### src/design/ibh_map.vh
// Register map, field positions, reset values and timing counts
// for the ISA DMA bus handoff and status block.
// Assumes an 8-bit register port addressed by a 16-bit address.
`ifndef IBH_MAP_VH
`define IBH_MAP_VH

// Register offsets
`define IBH_OFS_HANDOFF      16'h7F70
`define IBH_OFS_MIRROR       16'h7F73
`define IBH_OFS_MASK         16'h7F74
`define IBH_OFS_IRQ_STAT     16'h7F75

// Bus handoff register fields
`define IBH_TCSUP_HI         7
`define IBH_TCSUP_LO         4
`define IBH_DMA_RST_BIT      3
`define IBH_AEN_BIT          2
`define IBH_GRANT_BIT        1
`define IBH_HOLD_BIT         0

// Status mirror fields
`define IBH_REQ_HI           7
`define IBH_REQ_LO           4
`define IBH_DONE_HI          3
`define IBH_DONE_LO          0

// Interrupt status register fields
`define IBH_IRQ_FLAG_BIT     0
`define IBH_DRAIN_BIT        1

// Reset values
`define IBH_RST_HANDOFF      8'h00
`define IBH_RST_MASK         8'hFF
`define IBH_RST_DATA         8'h00

// Drain time after grant removal, in ns, and clock rate in MHz
`define IBH_DRAIN_NS         1500
`define IBH_CLK_MHZ          20
// Least time, rounded up to whole cycles
`define IBH_DRAIN_CYC        ((`IBH_DRAIN_NS * `IBH_CLK_MHZ + 999) / 1000)

`endif

### src/design/ibh_sync.v
// Two-flop synchroniser for a bundle of independent levels.
// Assumes each bit is a slow level from another clock domain.
`timescale 1ns/100ps
module ibh_sync #(
    parameter W = 8
) (
    input  wire         clk_i,   // Sampling clock
    input  wire         rst_i,   // Synchronous reset, high
    input  wire [W-1:0] d_i,     // Asynchronous levels
    output wire [W-1:0] q_o      // Synchronised levels
);

reg [W-1:0] meta_ff;
reg [W-1:0] sync_ff;

// First stage feeds only the second stage
always @(posedge clk_i) begin
    if (rst_i) begin
        meta_ff <= {W{1'b0}};
        sync_ff <= {W{1'b0}};
    end else begin
        meta_ff <= d_i;
        sync_ff <= meta_ff;
    end
end

assign q_o = sync_ff;

endmodule

### src/design/ibh_top.v
// ISA DMA bus handoff, status mirror and DMA interrupt logic.
// Holds the handoff, mirror, mask and interrupt flag registers;
// the controller's own registers sit behind the ISA window.
// Assumes the DMA controller runs on its own clock; all of its
// outputs are synchronised here before use. Register port is a
// plain strobe port with read data one cycle after the strobe.
//
// Design decision made here: the plain strobed port.
`timescale 1ns/100ps
`include "ibh_map.vh"

// What this block does
// - Handoff bits 7..4 suppress channel terminal count
// - Memory-to-memory cycles ignore suppression bits
// - Handoff bit 3 holds DMA controller reset
// - Bit 2 shows live address enable, no interrupt
// - Bit 1 grant tri-states shared microcontroller drivers
// - Bit 0 shows live hold request, no interrupt
// - Mirror bits 7..4 show pending channel requests
// - Mirror bits 3..0 show terminal count reached
// - Mirror continuously follows controller channel status
// - Mirror follows controller clearing done bits
// - Reading the mirror has no side effect
// - Enabled mirror rising edge latches DMA interrupt
// - Mask bit 1 blocks, reset all masked
// - Mirror readable anytime without owning the bus
module ibh_top #(
    parameter NCH = 4,              // DMA channels
    parameter DRAIN_CYC = `IBH_DRAIN_CYC  // Drain wait, cycles
) (
    input  wire        CLOCK_I,          // 20 MHz clock
    input  wire        RESET_I,          // Synchronous reset, high
    input  wire [15:0] REG_ADDR_I,       // Register address
    input  wire [7:0]  REG_WDATA_I,      // Register write data
    input  wire        REG_WR_I,         // Write strobe
    input  wire        REG_RD_I,         // Read strobe
    output wire [7:0]  REG_RDATA_O,      // Read data, next cycle
    input  wire        DMA_HOLD_REQ_I,   // Controller hold request
    input  wire        DMA_AEN_I,        // Controller address enable
    input  wire [7:0]  DMA_CH_STATUS_I,  // Controller channel status
    input  wire [3:0]  DMA_TC_I,         // Per-channel terminal count
    input  wire        DMA_MEM2MEM_I,    // Memory-to-memory cycle
    output wire        DMA_RESET_O,      // Controller reset, high
    output wire        BUS_GRANT_ACK_O,  // Bus grant to controller
    output wire        MCU_ISA_DRV_EN_O, // Shared driver enable
    output wire        ISA_EOP_N_O,      // End of process, low
    output wire        DMA_IRQ_O,        // DMA interrupt flag
    output wire        DRAIN_BUSY_O      // Transfer drain in progress
);

// Width of the bundle crossing from the controller clock
localparam SYNC_W = 15;

// Synchronised controller signals
wire [SYNC_W-1:0] sync_in;
wire [SYNC_W-1:0] sync_out;
wire              hold_sync;
wire              aen_sync;
wire [7:0]        status_sync;
wire [3:0]        tc_sync;
wire              m2m_sync;

// Handoff register fields
reg  [3:0]        tc_suppress_ff;
reg  [3:0]        nxt_tc_suppress;
reg               dma_reset_ff;
reg               nxt_dma_reset;
reg               bus_grant_ack_ff;
reg               nxt_bus_grant_ack;
reg               drv_en_ff;

// Mask and edge detect state
reg  [7:0]        irq_block_ff;
reg  [7:0]        nxt_irq_block;
reg  [7:0]        mirror_prev_ff;
wire [7:0]        mirror_rise;
wire              irq_event;

// Interrupt flag
reg               irq_flag_ff;
reg               nxt_irq_flag;

// Drain timer after grant removal
reg  [7:0]        drain_cnt_ff;
reg  [7:0]        nxt_drain_cnt;
reg               drain_busy_ff;

// End of process output
reg               eop_n_ff;
wire [3:0]        tc_pass;
wire              eop_active;

// Register port
wire              hit_handoff;
wire              hit_mirror;
wire              hit_mask;
wire              hit_irq;
wire              wr_handoff;
wire              wr_mask;
wire              wr_irq;
reg  [7:0]        read_mux;
reg  [7:0]        rdata_ff;

// Mirror fields as seen by software
wire [3:0]        req_pending;
wire [3:0]        count_done;

// Constants widened to full width, cut by part-select where used
wire [7:0]        rst_handoff;
wire [31:0]       drain_load;

// Bundle controller outputs for synchronisation
assign sync_in = {DMA_MEM2MEM_I, DMA_TC_I, DMA_CH_STATUS_I,
                  DMA_AEN_I, DMA_HOLD_REQ_I};

// Two flops on every controller signal. The bits are independent
// levels, so one bit may land a cycle before its neighbour; the
// outputs built from them settle one cycle later at the most.
ibh_sync #(
    .W (SYNC_W)
) u_sync (
    .clk_i (CLOCK_I),
    .rst_i (RESET_I),
    .d_i   (sync_in),
    .q_o   (sync_out)
);

// Unpack synchronised bundle
assign hold_sync   = sync_out[0];
assign aen_sync    = sync_out[1];
assign status_sync = sync_out[9:2];
assign tc_sync     = sync_out[13:10];
assign m2m_sync    = sync_out[14];

// Request nibble over done nibble; the controller clears the done
// nibble on its own status read, and the mirror follows two cycles on
assign req_pending = status_sync[`IBH_REQ_HI:`IBH_REQ_LO];
assign count_done  = status_sync[`IBH_DONE_HI:`IBH_DONE_LO];

// Reset image and drain load value
assign rst_handoff = `IBH_RST_HANDOFF;
assign drain_load  = DRAIN_CYC;

// Address decode, exact 16-bit match
// Unmapped addresses hit nothing, so writes to them are dropped
assign hit_handoff = (REG_ADDR_I == `IBH_OFS_HANDOFF);
assign hit_mirror  = (REG_ADDR_I == `IBH_OFS_MIRROR);
assign hit_mask    = (REG_ADDR_I == `IBH_OFS_MASK);
assign hit_irq     = (REG_ADDR_I == `IBH_OFS_IRQ_STAT);

// Write qualifiers; the mirror takes no writes
assign wr_handoff  = REG_WR_I & hit_handoff;
assign wr_mask     = REG_WR_I & hit_mask;
assign wr_irq      = REG_WR_I & hit_irq;

// Next value of handoff register writable fields
// Address enable and hold bits are read-only and ignore writes
always @* begin
    nxt_tc_suppress   = tc_suppress_ff;
    nxt_dma_reset     = dma_reset_ff;
    nxt_bus_grant_ack = bus_grant_ack_ff;
    if (wr_handoff) begin
        nxt_tc_suppress   =
            REG_WDATA_I[`IBH_TCSUP_HI:`IBH_TCSUP_LO];
        nxt_dma_reset     = REG_WDATA_I[`IBH_DMA_RST_BIT];
        nxt_bus_grant_ack = REG_WDATA_I[`IBH_GRANT_BIT];
    end
end

// Handoff register flops
always @(posedge CLOCK_I) begin
    if (RESET_I) begin
        tc_suppress_ff   <= rst_handoff[`IBH_TCSUP_HI:`IBH_TCSUP_LO];
        dma_reset_ff     <= rst_handoff[`IBH_DMA_RST_BIT];
        bus_grant_ack_ff <= rst_handoff[`IBH_GRANT_BIT];
    end else begin
        tc_suppress_ff   <= nxt_tc_suppress;
        dma_reset_ff     <= nxt_dma_reset;
        bus_grant_ack_ff <= nxt_bus_grant_ack;
    end
end

// Shared drivers off in the same cycle the grant rises; the enable
// comes from the next grant, so the two flops never overlap
always @(posedge CLOCK_I) begin
    if (RESET_I) begin
        drv_en_ff <= 1'b1;
    end else begin
        drv_en_ff <= ~nxt_bus_grant_ack;
    end
end

// Drain timer loads on grant removal, counts down to zero.
// The count is a fixed worst case; software must keep off the
// shared bus until the busy flag has fallen.
always @* begin
    nxt_drain_cnt = drain_cnt_ff;
    if (bus_grant_ack_ff & ~nxt_bus_grant_ack) begin
        nxt_drain_cnt = drain_load[7:0];
    end else if (nxt_bus_grant_ack) begin
        nxt_drain_cnt = 8'h00;
    end else if (drain_cnt_ff != 8'h00) begin
        nxt_drain_cnt = drain_cnt_ff - 8'h01;
    end
end

// Drain timer and busy flag
always @(posedge CLOCK_I) begin
    if (RESET_I) begin
        drain_cnt_ff  <= 8'h00;
        drain_busy_ff <= 1'b0;
    end else begin
        drain_cnt_ff  <= nxt_drain_cnt;
        drain_busy_ff <= (nxt_drain_cnt != 8'h00);
    end
end

// Per-channel terminal count gating
genvar ch;
generate
    for (ch = 0; ch < NCH; ch = ch + 1) begin : g_tc
        // Suppression applies outside memory-to-memory cycles only
        assign tc_pass[ch] = tc_sync[ch] &
                             (~tc_suppress_ff[ch] | m2m_sync);
    end
endgenerate

// Memory-to-memory cycles keep normal end of process
assign eop_active = |tc_pass;

// End of process output flop, active low
// A suppressed channel pulls the line low only in memory-to-memory cycles
always @(posedge CLOCK_I) begin
    if (RESET_I) begin
        eop_n_ff <= 1'b1;
    end else begin
        eop_n_ff <= ~eop_active;
    end
end

// Mask register, reset fully masked
// so no edge interrupts before software opts in
always @* begin
    nxt_irq_block = irq_block_ff;
    if (wr_mask) begin
        nxt_irq_block = REG_WDATA_I;
    end
end

// Mask register flops
always @(posedge CLOCK_I) begin
    if (RESET_I) begin
        irq_block_ff <= `IBH_RST_MASK;
    end else begin
        irq_block_ff <= nxt_irq_block;
    end
end

// Previous-cycle copy of the synchronised mirror
// Registered on the same clock as the comparison below
always @(posedge CLOCK_I) begin
    if (RESET_I) begin
        mirror_prev_ff <= `IBH_RST_DATA;
    end else begin
        mirror_prev_ff <= status_sync;
    end
end

// Enabled low-to-high transitions; hold and address enable excluded
// Both copies reset to zero, so no false edge follows reset
assign mirror_rise = status_sync & ~mirror_prev_ff;
assign irq_event   = |(mirror_rise & ~irq_block_ff);

// Sticky flag: set beats a write-one clear, so an edge that
// arrives in the clearing cycle is never lost
always @* begin
    nxt_irq_flag = irq_flag_ff;
    if (wr_irq & REG_WDATA_I[`IBH_IRQ_FLAG_BIT]) begin
        nxt_irq_flag = 1'b0;
    end
    if (irq_event) begin
        nxt_irq_flag = 1'b1;
    end
end

// Interrupt flag flop
always @(posedge CLOCK_I) begin
    if (RESET_I) begin
        irq_flag_ff <= 1'b0;
    end else begin
        irq_flag_ff <= nxt_irq_flag;
    end
end

// Read data selection; unmapped addresses read zero
always @* begin
    read_mux = `IBH_RST_DATA;
    if (hit_handoff) begin
        read_mux[`IBH_TCSUP_HI:`IBH_TCSUP_LO] = tc_suppress_ff;
        read_mux[`IBH_DMA_RST_BIT] = dma_reset_ff;
        read_mux[`IBH_AEN_BIT]     = aen_sync;
        read_mux[`IBH_GRANT_BIT]   = bus_grant_ack_ff;
        read_mux[`IBH_HOLD_BIT]    = hold_sync;
    end else if (hit_mirror) begin
        // Live view, no bus ownership, no side effect
        read_mux = {req_pending, count_done};
    end else if (hit_mask) begin
        read_mux = irq_block_ff;
    end else if (hit_irq) begin
        read_mux[`IBH_IRQ_FLAG_BIT] = irq_flag_ff;
        read_mux[`IBH_DRAIN_BIT]    = drain_busy_ff;
    end
end

// The mirror is a plain view of the synchronised status: a read
// strobe only copies it into the read data flop, so no mirror bit
// is cleared or changed by software. Done bits fall only when the
// controller itself clears them, and the mirror then follows.

// Read data stands only in the cycle after the strobe
// and returns to zero so stale data never lingers
always @(posedge CLOCK_I) begin
    if (RESET_I) begin
        rdata_ff <= `IBH_RST_DATA;
    end else if (REG_RD_I) begin
        rdata_ff <= read_mux;
    end else begin
        rdata_ff <= `IBH_RST_DATA;
    end
end

// Outputs straight from flops
assign REG_RDATA_O      = rdata_ff;
assign DMA_RESET_O      = dma_reset_ff;
assign BUS_GRANT_ACK_O  = bus_grant_ack_ff;
assign MCU_ISA_DRV_EN_O = drv_en_ff;
assign ISA_EOP_N_O      = eop_n_ff;
assign DMA_IRQ_O        = irq_flag_ff;
assign DRAIN_BUSY_O     = drain_busy_ff;

endmodule

### config.mk
export PLATFORM = sky130hd
export DESIGN_NAME = ibh_top
export DESIGN_NICKNAME = d
export VERILOG_FILES = /design/src/design/ibh_sync.v /design/src/design/ibh_top.v
export VERILOG_INCLUDE_DIRS = /design/src /design/src/design
export SDC_FILE = /design/constraint.sdc
export NUM_CORES = 1
export LEC_CHECK = 0
export BUFFER_PORTS_ARGS = -buffer_cell sky130_fd_sc_hd__buf_2
export CORE_MARGIN = 2
export CORE_UTILIZATION = 53
export CTS_CLUSTER_SIZE = 24
export DETAILED_ROUTE_END_ITERATION = 10
export PLACE_DENSITY = 0.78
export SKIP_LAST_GASP = 1
export SLEW_MARGIN = 20
export SYNTH_ARGS = -nofsm -noshare
export SYNTH_HDL_FRONTEND = slang
export SYNTH_SLANG_ARGS = --single-unit
### constraint.sdc
create_clock -name CLOCK_I -period 1.95 [get_ports CLOCK_I]
set_input_delay 0.0975 -clock CLOCK_I [delete_from_list [all_inputs] [get_ports CLOCK_I]]
set_output_delay 0.0975 -clock CLOCK_I [all_outputs]
set_load 0.01 [all_outputs]
==> reports/summary.txt <==
worst min-delay path class = input pin to flip-flop
first-pass GRT wire length = 9840 um
Net Count, Synth = 329
post-route clock period utilization = 0.969
Synth cell types = 46
Final Max Tran Viols = 0
Most used DFF post-synth = dfxtp_1
Worst Tran Pin Value = 537 ps
die height = 76.2 um
DRC = 0
Die Span X = 76.2 um
WL per Instance = 13.7 um
die area = 0.00580 sq mm
sw frac = 0.286
antenna violations before repair = 0
I/O pin total = 57
port bufs = 56
Post-synth ARST share = 0
FP Rows = 26
CTS Sinks = 72
worst-path fanout max = 4
critical path required time = 2220 ps
Clk pwr share = 0.315
Flop pwr share = 0.428
Leak = 1.51 nW
grt ovf = 0
placed instance area = 0.00310 sq mm
starting density of the core = 0.544
Longest Clk Path Bufs = 2
post-detail-place hpwl = 3910 um
Slew HR = 0.642
fin nets = 416
Tot Pwr = 0.00401 W
CP Capture Type = flip-flop
Synth Register Bits = 72
crit path kind = flip-flop to flip-flop
Pwr Density = 1100 mW/mm^2
count of final setup violators = 0
P_int = 0.00286 W
root buffer cell = clkbuf_8
Fmax = 529 MHz
share of cells above drive strength 1 = 0.248
combinational share of power = 0.257
ant diodes = 0
clk_lat worst skew = 340 ps
TNS Setup = 0 ps
Initial DRC Count = 124
fin crit period = 1890 ps
outcome = finished clean
Core Region = 0.00507 sq mm
total vias in the final route = 2293
crit path from = drain_cnt_ff[0]
ANT nets after route = 0
Hold Startpoint = REG_ADDR_I[0]
total CTS buffers = 9
RR Startpoint = drain_cnt_ff[0]
vias in the first global route = 2196
TritonCTS clock tree = done
Worst Path Arrival = 2150 ps
cells after synthesis = 284
number of synthesized flops with an enable pin = 0
clock slew at reported path FFs = 70 ps
pin count of the biggest net entering global routing = 57
Non-Filler Instances = 445
Worst Setup Start Kind = flip-flop
Peak VDD IR = 0.723 mV
all-layer global routing usage = 0.216
Placed Cells = 402
average cell area after synthesis = 9.71 sq um
Layout Skew = 5.65 ps
Area Overhead vs Synth = 31.7%
synthesized area = 0.00276 sq mm
Total Wirelength = 6110 um
Final Hold Viols = 0
NetSw = 0.00115 W
routed vias/inst = 5.15
register area share after synthesis = 0.522
synth warn = 0
First-pass DRT Iterations = 4
H-tree Lvls = 3
routability cong. = 0.786
total of max-cap violations = 0
Finished Cell Area = 0.00363 sq mm
[synth_stat cells, types with 2 or more instances]
cell / n / area (sq um)
o21a_1: 2 / 15.0
nand2_1: 8 / 30.0
nor3_1: 10 / 50.1
mux2i_1: 5 / 50.1
a211o_1: 8 / 70.1
nand4_1: 2 / 12.5
o21ai_0: 4 / 20.0
xnor2_1: 2 / 17.5
xor2_1: 4 / 35.0
nor2_1: 33 / 124
a2111oi_0: 2 / 17.5
ha_1: 2 / 25.0
dfxtp_1: 72 / 1440
a21o_1: 2 / 15.0
o22ai_1: 4 / 25.0
a22oi_1: 8 / 60.1
nor4b_1: 2 / 17.5
nand3_1: 4 / 20.0
nand2b_1: 7 / 43.8
and3_1: 2 / 12.5
nor2b_1: 45 / 282
inv_1: 11 / 41.3
clkbuf_1: 8 / 30.0
nor3b_1: 3 / 22.5
a21oi_1: 10 / 50.1
nand3b_1: 4 / 30.0
[logic make-up (layout without fill, tap and decap cells)]
group	Yosys count	after routing	synth area share
AND/OR/NAND/NOR	127	127	0.266
flip-flops	72	72	0.522
AO/OA/AOI/OAI	49	49	0.129
buffers and inverters	23	114	0.0358
XOR/XNOR	6	6	0.0190
multiplexers	5	5	0.0181
adder cells (fa/ha/maj)	2	2	0.00907
[worst max-delay path: stages, from the launching register on]
cell and delay, ps:
dfxtp_4 360, inv_4 80, ha_4 130, or4b_4 470
o41ai_4 330, o22ai_1 140, and3_1 180, o22ai_1 140
[flip-flops by register name, summed over array words and instances, names as in the netlist]
register and flops:
DRAIN_BUSY_O 1, BUS_GRANT_ACK_O 1, drain_cnt_ff 8, mirror_prev_ff 8
REG_RDATA_O 8, DMA_IRQ_O 1, tc_suppress_ff 4, irq_block_ff 8
MCU_ISA_DRV_EN_O 1, DMA_RESET_O 1, u_sync.meta_ff 15, ISA_EOP_N_O 1
u_sync.q_o 15
[power by group through the flow]
| stage | combinational, W | sequential [W] | clock (W) |
|---|---|---|---|
| 6_report | 0.00103 | 0.00172 | 0.00126 |
| 5_1_grt | 0.00112 | 0.00173 | 0.00136 |
| 4_1_cts | 0.000829 | 0.00169 | 0.00129 |
| 3_5_place_dp | 0.000781 | 0.00172 | 0 |
| 3_3_place_gp | 0.000745 | 0.00172 | 0 |
| 2_1_floorplan | 0.000598 | 0.00170 | 0 |
[final timing paths]
| check | slack [ps] | end | cells past startpoint |
|---|---|---|---|
| min reg2reg | 440 | u_sync.q_o[12] | 1 |
| max reg2reg | 60 | DRAIN_BUSY_O | 7 |
| max | 60 | DRAIN_BUSY_O | 7 |
| min | 100 | REG_RDATA_O[0] | 2 |
[stage by stage]
stage	hold WS, ps	utilization	setup slack, ps
after global routing	109	0.716	-24.0
after CTS	76.8	0.700	47.4
after global placement	304	0.611	148
final	99.4	0.716	61.0
after floorplan	215	-	207
after detailed placement	311	0.611	-25.1
[layer usage]
| layer | track usage | wire (um) |
|---|---|---|
| met1 | 0.249 | 2610 |
| met2 | 0.371 | 3090 |
| met3 | 0.0569 | 273 |
| met4 | 0.105 | 137 |
| met5 | 0 | 0 |
[what timing repair did]
item                                   CTS  global route
buffers inserted                         0             5
pin swaps                                0             4
cloned                                   0             0
endpoints found under the hold margin   23             0
hold buffers                            23             0
resized for setup                        1            12
setup endpoints to repair                1             1
[cell usage in the layout, fill, tap and decap left out, drive strengths merged, types with 5 or more instances in the layout]
cell type and count:
a211o 8, mux2i 5, nand2b 7, dfxtp 72
nand2 8, nor2 33, buf 65, a21oi 10
inv 11, a22oi 8, clkbuf 10, nor3 10
nor2b 45, dlygate4sd3 23
[layout make-up]
cell class / count / area [sq um]
clock buffer: 10 / 138
clock inverter: 5 / 81.3
fill: 392 / 1440
inverter: 11 / 43.8
multi-input combinational: 189 / 1260
sequential: 72 / 1450
tap: 70 / 87.6
timing repair buffer: 88 / 578
No activity file was read; power rests on OpenSTA's default activity.
